### config.mk
export PLATFORM = sky130hd
export DESIGN_NAME = dpm_monitor
export DESIGN_NICKNAME = d
export VERILOG_FILES = /design/src/hdl/dpm_pkg.sv /design/src/hdl/dpm_monitor.sv
export SDC_FILE = /design/constraint.sdc
export NUM_CORES = 1
export LEC_CHECK = 0
export ABC_CLOCK_PERIOD_IN_PS = 4300
export BUFFER_PORTS_ARGS = -buffer_cell sky130_fd_sc_hd__buf_2
export CAP_MARGIN = 20
export CORE_MARGIN = 2
export CORE_UTILIZATION = 62
export DETAILED_ROUTE_END_ITERATION = 10
export PLACE_DENSITY = 0.92
export SLEW_MARGIN = 5
export SYNTH_ARGS = -nofsm -noshare
export SYNTH_HDL_FRONTEND = slang
export SYNTH_SLANG_ARGS = --single-unit
export TNS_END_PERCENT = 20
### constraint.sdc
create_clock -name clk -period 4.3 [get_ports clk]
set_clock_uncertainty 0.15 [all_clocks]
set_input_delay 0.86 -clock clk [delete_from_list [all_inputs] [get_ports clk]]
set_output_delay 0.86 -clock clk [all_outputs]
set_load 0.05 [all_outputs]
### src/hdl/dpm_pkg.sv
// package: register map, field layout and carrier types of the dma performance monitor
// How it works
// - data counter counts monitored data cycles
// - stall counter counts monitored stall cycles
// - max latency is sixteen bits, upper zero
// - max latency saturates, never wraps
// - only counter clear bit or reset zeroes latency
// - every count is one system clock
// - monitor0 read set at 0x804..0x80c
// - monitor0 write set at 0x810..0x818
// - monitor1 read counters at 0x81c, 0x820
// - clear bit write one zeroes, reads zero
// - each monitor follows its selected channel
// - overflow freezes or zeroes the counters
// - disabled monitor holds its values
package dpm_pkg;
    localparam int NumMon = 2;
    localparam logic [11:0] OffControl    = 12'h800;
    localparam logic [11:0] OffM0RdData   = 12'h804;
    localparam logic [11:0] OffM0RdStall  = 12'h808;
    localparam logic [11:0] OffM0RdLat    = 12'h80c;
    localparam logic [11:0] OffM0WrData   = 12'h810;
    localparam logic [11:0] OffM0WrStall  = 12'h814;
    localparam logic [11:0] OffM0WrLat    = 12'h818;
    localparam logic [11:0] OffM1RdData   = 12'h81c;
    localparam logic [11:0] OffM1RdStall  = 12'h820;
    localparam logic [11:0] OffM1RdLat    = 12'h824;
    localparam logic [11:0] OffM1WrData   = 12'h828;
    localparam logic [11:0] OffM1WrStall  = 12'h82c;
    localparam logic [11:0] OffM1WrLat    = 12'h830;
    localparam int EnLsb   = 0;
    localparam int OfLsb   = 4;
    localparam int ClrLsb  = 8;
    localparam int SelLsb0 = 16;
    localparam int SelLsb1 = 24;
    localparam int SelW    = 6;
    localparam logic [31:0] CntMax  = 32'hffff_ffff;
    localparam logic [15:0] LatMax  = 16'hffff;
    localparam logic [31:0] RegZero = 32'h0000_0000;

    typedef struct packed {
        logic data;
        logic stall;
        logic req;
        logic grant;
    } dpm_obs_t;

    typedef struct packed {
        logic [31:0] rdData;
        logic [31:0] rdStall;
        logic [31:0] wrData;
        logic [31:0] wrStall;
        logic [15:0] rdLat;
        logic [15:0] wrLat;
    } dpm_cnt_t;

    typedef struct packed {
        logic [15:0] rd;
        logic [15:0] wr;
    } dpm_wait_t;

    typedef struct packed {
        logic [SelW-1:0] sel;
        logic            of;
        logic            en;
    } dpm_cfg_t;
endpackage

### src/hdl/dpm_monitor.sv
// module: two-monitor dma performance monitor with register port
//
// Strobed register access was chosen for this implementation.
module dpm_monitor #(
    parameter int NumDma = 8
) (
    input  wire logic              clk,
    input  wire logic              srst,
    input  wire logic [11:0]       regAddr,
    input  wire logic [31:0]       regWdata,
    input  wire logic              regWr,
    input  wire logic              regRd,
    output logic [31:0]            regRdata,
    input  wire dpm_pkg::dpm_obs_t rdObs [NumDma],
    input  wire dpm_pkg::dpm_obs_t wrObs [NumDma]
);
    localparam int IdxW = (NumDma > 1) ? $clog2(NumDma) : 1;

    ////////////////////////////////////////////////////////////////////////////
    // latency step: returns {next wait count, next max latency}
    function automatic logic [31:0] latStep(input logic [15:0] waitCnt,
                                            input logic [15:0] maxLat,
                                            input dpm_pkg::dpm_obs_t o);
        logic [15:0] w;
        logic [15:0] l;
        w = 16'h0000;
        l = maxLat;
        if (o.req && !o.grant) begin
            w = (waitCnt == dpm_pkg::LatMax) ? waitCnt : waitCnt + 16'h0001;
        end else if (o.req && o.grant && (waitCnt > maxLat)) begin
            l = waitCnt;
        end
        return {w, l};
    endfunction

    ////////////////////////////////////////////////////////////////////////////
    // control register
    dpm_pkg::dpm_cfg_t cfg_q [dpm_pkg::NumMon];
    dpm_pkg::dpm_cfg_t cfg_d [dpm_pkg::NumMon];
    logic              ctrlWr;
    logic [dpm_pkg::NumMon-1:0] clrPulse;

    assign ctrlWr = regWr && (regAddr == dpm_pkg::OffControl);

    always_comb begin
        for (int m = 0; m < dpm_pkg::NumMon; m++) begin
            cfg_d[m] = cfg_q[m];
            clrPulse[m] = ctrlWr && regWdata[dpm_pkg::ClrLsb + m];
            if (ctrlWr) begin
                cfg_d[m].en = regWdata[dpm_pkg::EnLsb + m];
                cfg_d[m].of = regWdata[dpm_pkg::OfLsb + m];
            end
        end
        if (ctrlWr) begin
            cfg_d[0].sel = regWdata[dpm_pkg::SelLsb0 +: dpm_pkg::SelW];
            cfg_d[1].sel = regWdata[dpm_pkg::SelLsb1 +: dpm_pkg::SelW];
        end
    end

    always_ff @(posedge clk) begin
        for (int m = 0; m < dpm_pkg::NumMon; m++) begin
            if (srst) begin
                cfg_q[m] <= '0;
            end else begin
                cfg_q[m] <= cfg_d[m];
            end
        end
    end

    ////////////////////////////////////////////////////////////////////////////
    // monitor channels, all counting on the system bus clock
    dpm_pkg::dpm_cnt_t  cnt_q  [dpm_pkg::NumMon];
    dpm_pkg::dpm_cnt_t  cnt_d  [dpm_pkg::NumMon];
    dpm_pkg::dpm_wait_t wait_q [dpm_pkg::NumMon];
    dpm_pkg::dpm_wait_t wait_d [dpm_pkg::NumMon];
    logic [dpm_pkg::NumMon-1:0] frozen;

    for (genvar m = 0; m < dpm_pkg::NumMon; m++) begin : gMon
        dpm_pkg::dpm_obs_t r;
        dpm_pkg::dpm_obs_t w;
        logic              selOk;
        logic [IdxW-1:0]   idx;
        logic              wrap;
        logic [31:0]       rdStep;
        logic [31:0]       wrStep;

        assign idx   = cfg_q[m].sel[IdxW-1:0];
        assign selOk = (32'(cfg_q[m].sel) < NumDma);
        assign r     = selOk ? rdObs[idx] : '0;
        assign w     = selOk ? wrObs[idx] : '0;

        assign frozen[m] = cfg_q[m].of && ((cnt_q[m].rdData == dpm_pkg::CntMax)
                        || (cnt_q[m].rdStall == dpm_pkg::CntMax)
                        || (cnt_q[m].wrData == dpm_pkg::CntMax)
                        || (cnt_q[m].wrStall == dpm_pkg::CntMax));
        assign wrap = !cfg_q[m].of && ((r.data && cnt_q[m].rdData == dpm_pkg::CntMax)
                   || (r.stall && cnt_q[m].rdStall == dpm_pkg::CntMax)
                   || (w.data && cnt_q[m].wrData == dpm_pkg::CntMax)
                   || (w.stall && cnt_q[m].wrStall == dpm_pkg::CntMax));
        assign rdStep = latStep(wait_q[m].rd, cnt_q[m].rdLat, r);
        assign wrStep = latStep(wait_q[m].wr, cnt_q[m].wrLat, w);

        always_comb begin
            cnt_d[m]  = cnt_q[m];
            wait_d[m] = wait_q[m];
            if (clrPulse[m]) begin
                cnt_d[m]  = '0;
                wait_d[m] = '0;
            end else if (cfg_q[m].en && !frozen[m]) begin
                if (wrap) begin
                    cnt_d[m].rdData  = dpm_pkg::RegZero;
                    cnt_d[m].rdStall = dpm_pkg::RegZero;
                    cnt_d[m].wrData  = dpm_pkg::RegZero;
                    cnt_d[m].wrStall = dpm_pkg::RegZero;
                end else begin
                    cnt_d[m].rdData  = cnt_q[m].rdData + 32'(r.data);
                    cnt_d[m].rdStall = cnt_q[m].rdStall + 32'(r.stall);
                    cnt_d[m].wrData  = cnt_q[m].wrData + 32'(w.data);
                    cnt_d[m].wrStall = cnt_q[m].wrStall + 32'(w.stall);
                end
                wait_d[m].rd    = rdStep[31:16];
                cnt_d[m].rdLat  = rdStep[15:0];
                wait_d[m].wr    = wrStep[31:16];
                cnt_d[m].wrLat  = wrStep[15:0];
            end
        end

        always_ff @(posedge clk) begin
            if (srst) begin
                cnt_q[m]  <= '0;
                wait_q[m] <= '0;
            end else begin
                cnt_q[m]  <= cnt_d[m];
                wait_q[m] <= wait_d[m];
            end
        end
    end

    ////////////////////////////////////////////////////////////////////////////
    // read port, data one cycle after the strobe
    logic [31:0] rdMux;
    logic [31:0] rdata_d;
    logic [31:0] rdata_q;

    always_comb begin
        unique case (regAddr)
            dpm_pkg::OffControl: begin
                rdMux = dpm_pkg::RegZero;
                rdMux[dpm_pkg::SelLsb1 +: dpm_pkg::SelW] = cfg_q[1].sel;
                rdMux[dpm_pkg::SelLsb0 +: dpm_pkg::SelW] = cfg_q[0].sel;
                rdMux[dpm_pkg::OfLsb + 1] = cfg_q[1].of;
                rdMux[dpm_pkg::OfLsb]     = cfg_q[0].of;
                rdMux[dpm_pkg::EnLsb + 1] = cfg_q[1].en;
                rdMux[dpm_pkg::EnLsb]     = cfg_q[0].en;
            end
            dpm_pkg::OffM0RdData:  rdMux = cnt_q[0].rdData;
            dpm_pkg::OffM0RdStall: rdMux = cnt_q[0].rdStall;
            dpm_pkg::OffM0RdLat:   rdMux = {16'h0000, cnt_q[0].rdLat};
            dpm_pkg::OffM0WrData:  rdMux = cnt_q[0].wrData;
            dpm_pkg::OffM0WrStall: rdMux = cnt_q[0].wrStall;
            dpm_pkg::OffM0WrLat:   rdMux = {16'h0000, cnt_q[0].wrLat};
            dpm_pkg::OffM1RdData:  rdMux = cnt_q[1].rdData;
            dpm_pkg::OffM1RdStall: rdMux = cnt_q[1].rdStall;
            dpm_pkg::OffM1RdLat:   rdMux = {16'h0000, cnt_q[1].rdLat};
            dpm_pkg::OffM1WrData:  rdMux = cnt_q[1].wrData;
            dpm_pkg::OffM1WrStall: rdMux = cnt_q[1].wrStall;
            dpm_pkg::OffM1WrLat:   rdMux = {16'h0000, cnt_q[1].wrLat};
            default:               rdMux = dpm_pkg::RegZero;
        endcase
        rdata_d = regRd ? rdMux : dpm_pkg::RegZero;
    end

    always_ff @(posedge clk) begin
        if (srst) begin
            rdata_q <= '0;
        end else begin
            rdata_q <= rdata_d;
        end
    end

    assign regRdata = rdata_q;

    logic live0;
    assign live0 = cfg_q[0].en && !frozen[0] && !clrPulse[0] && !gMon[0].wrap;
endmodule

==> impl_metrics.json <==
{
  "synth-seq-area-share": 0.3537,
  "ys_types": 72,
  "avgSynthCellArea_um2": 8.523,
  "synthCells": 2869,
  "drcViolationCount": 0,
  "start_util": 0.6298,
  "postRouteWirelength_um": 79000,
  "endpoint_kind": "flop",
  "grt_use_total": 0.3788,
  "drv_cap": 0,
  "fin_crit_sh": 0.8739,
  "cts.clk_slew.worst_paths_ns": 0.06,
  "die-area_mm2": 0.04104,
  "cts_tree": "done",
  "p_leak_nw": 9.202,
  "fin_setup_tns_ns": 0,
  "arrival_ns": 4.08,
  "htree_levels": 2,
  "max_slew.worst_pin.slew_ns": 1.060,
  "drt_iter0_markers": 3980,
  "cts_made_buffers": 46,
  "final_area_mm2": 0.02695,
  "maxSlewViolCount": 0,
  "ctsResizeCount": 0,
  "synthToLayoutAreaGrowth_pct": 10.22,
  "rsz0062_at_grt": "no",
  "clock-root-buffer": "clkbuf_16",
  "overflow": 0,
  "fp-row-count": 72,
  "num_vias": 23540,
  "hold_start": "cnt_q[0][5]",
  "dpl_cell_area_mm2": 0.02531,
  "slew-limit-headroom": 0.2921,
  "r2r_cells": 8,
  "seqCellArea_mm2": 0.008650,
  "drive_gt1_frac": 0.1312,
  "synth_ff_type": "dfxtp_1",
  "cp_max_fo": 33,
  "grt_pass1_vias": 22230,
  "nNetsFinal": 3107,
  "fin_crit_ns": 3.758,
  "multi_input_area_mm2": 0.01458,
  "peakVddDrop_uv": 260.0,
  "ctsLongestPathBuffers": 3,
  "die_x_um": 202.6,
  "async_reset_ff_frac": 0,
  "synth.net_count": 3065,
  "syn-cell-area_mm2": 0.02445,
  "yosysWarnings": 0,
  "firstDrtPassIters": 11,
  "fill_cells": 2842,
  "wire_per_inst_um": 22.77,
  "clock_latency_ns": 0.59,
  "hold_class": "reg2reg",
  "power_density_mw_per_mm2": 315.5,
  "finalSetupViolations": 0,
  "io_buffers": 129,
  "grt_antenna_before_repair": 6,
  "post_cts_buffers": 0,
  "viasPerCell": 6.784,
  "die_h_um": 202.6,
  "cts_hold_buf": 0,
  "cts_sinks": 432,
  "crit_required_ns": 4.63,
  "grt_max_degree": 121,
  "crit_start": "cnt_q[0][67]",
  "whs_path_depth": 2,
  "outcome": "completed",
  "critical_path_class": "reg2reg",
  "drtAntennaViolNets": 0,
  "core_mm2": 0.03883,
  "ys_seq_elements": 432,
  "synth_edf_count": 0,
  "worstSetupStartpointType": "flop",
  "grt_pass1_wl_um": 123200,
  "finalHoldViolCount": 0,
  "max_freq_ghz": 0.2661,
  "r2r_start": "cnt_q[0][67]",
  "globalplace.congestion": 1.042,
  "ios": 144,
  "hpwl_um": 56550
}
==> sequential cells by signal (all words and copies together) (netlist names) <==
| signal | flops |
|---|---|
| cnt_q | 320 |
| wait_q | 64 |
| regRdata | 32 |
| cfg_q | 16 |
==> placed cells by master (no fill, tap or decap), types with 19 or more instances in the layout <==
master,n
mux2i_1,39
nor3_1,103
nand3_1,161
inv_1,87
mux2_2,19
nand4_1,101
nor4_1,119
clkbuf_16,49
xnor2_1,223
nand2_1,261
a222oi_1,28
nor4b_1,27
buf_4,48
a22oi_1,56
a22o_1,21
mux4_2,48
a21o_1,26
or3_1,19
ha_1,84
o21ai_0,38
dfxtp_1,431
a21oi_1,82
and3_1,60
nor2_1,352
buf_2,129
xor2_1,58
a31oi_1,30
and4_1,33
==> cell type report <==
cell class	count	share of cell area
clock inverters	25	0.009656
diodes	3	0.0002786
clock buffers	61	0.05088
multi-input cells	2162	0.5410
repair buffers	182	0.04104
flip-flops and latches	432	0.3209
well taps	518	0.02405
inverters	87	0.01212
==> final timing paths <==
| kind | endpoint | slack, ns |
|---|---|---|
| setup / recovery | cnt_q[0][108] | 0.54 |
| hold reg to reg | cnt_q[0][5] | 0.34 |
| hold / removal | cnt_q[0][5] | 0.34 |
| setup reg to reg | cnt_q[0][108] | 0.54 |
==> cells in the mapped netlist (all sizes together), types with 19 or more instances <==
cell type | n | area (um2)
inv | 87 | 326.6
a21oi | 84 | 420.4
nor3 | 104 | 525.5
nor4b | 27 | 236.5
xnor2 | 223 | 1953
a22o | 21 | 183.9
mux2 | 19 | 214.0
xor2 | 58 | 508.0
a222oi | 28 | 280.3
clkbuf | 94 | 354.1
buf | 94 | 611.8
and3 | 60 | 375.4
a22oi | 56 | 420.4
or3 | 19 | 118.9
nand2 | 262 | 986.0
dfxtp | 432 | 8648
nor4 | 123 | 812.0
nand3 | 162 | 815.8
ha | 84 | 1051
o21ai | 40 | 200.2
and4 | 33 | 289.0
nor2 | 357 | 1340
nand4 | 107 | 724.4
a21o | 27 | 202.7
mux4 | 48 | 1081
mux2i | 39 | 390.4
a31oi | 30 | 187.7
==> worst max-delay path, cell delays in order (launching register included) <==
cell and delay, ns:
dfxtp_1 0.47, nand4_2 0.29, or4_1 0.89, nor4_4 0.46, o41a_2 0.54, buf_4 0.41, or3_1 0.19, xor2_1 0.16
nor2_1 0.06
==> per-layer routing <==
metal,wire [um],global-route usage
met4,4808,0.2080
met2,34730,0.5906
met5,35,0
met3,10140,0.08299
met1,29290,0.4900
==> power breakdown <==
part           switching, mW  leakage (nW)  internal (mW)
Clock                   1.77         0.788           2.50
Sequential         0.0000715          3.48           4.00
Combinational          0.152          4.94         0.0845
==> metrics by stage <==
step	hold slack [ns]	instances	utilization	setup slack, ns	power (mW)
floorplan	0.2978	2869	-	1.178	4.232
global placement	0.3120	3381	0.6519	0.7527	4.310
detailed placement	0.3327	3381	0.6519	0.6997	4.318
CTS	0.3417	3467	0.6939	0.6842	8.495
global route	0.3652	3469	0.6941	0.4295	8.681
finish	0.3425	3470	0.6941	0.5421	8.504
==> logic make-up after synthesis <==
| family | after synthesis | synth area share |
|---|---|---|
| AND/OR/NAND/NOR | 1326 | 0.2754 |
| flip-flops | 432 | 0.3537 |
| AO/OA/AOI/OAI | 365 | 0.1055 |
| XOR/XNOR | 281 | 0.1006 |
| buffers and inverters | 275 | 0.05286 |
| multiplexers | 106 | 0.06893 |
| adder cells (fa/ha/maj) | 84 | 0.04298 |
Power figures use the tool's default switching activity.
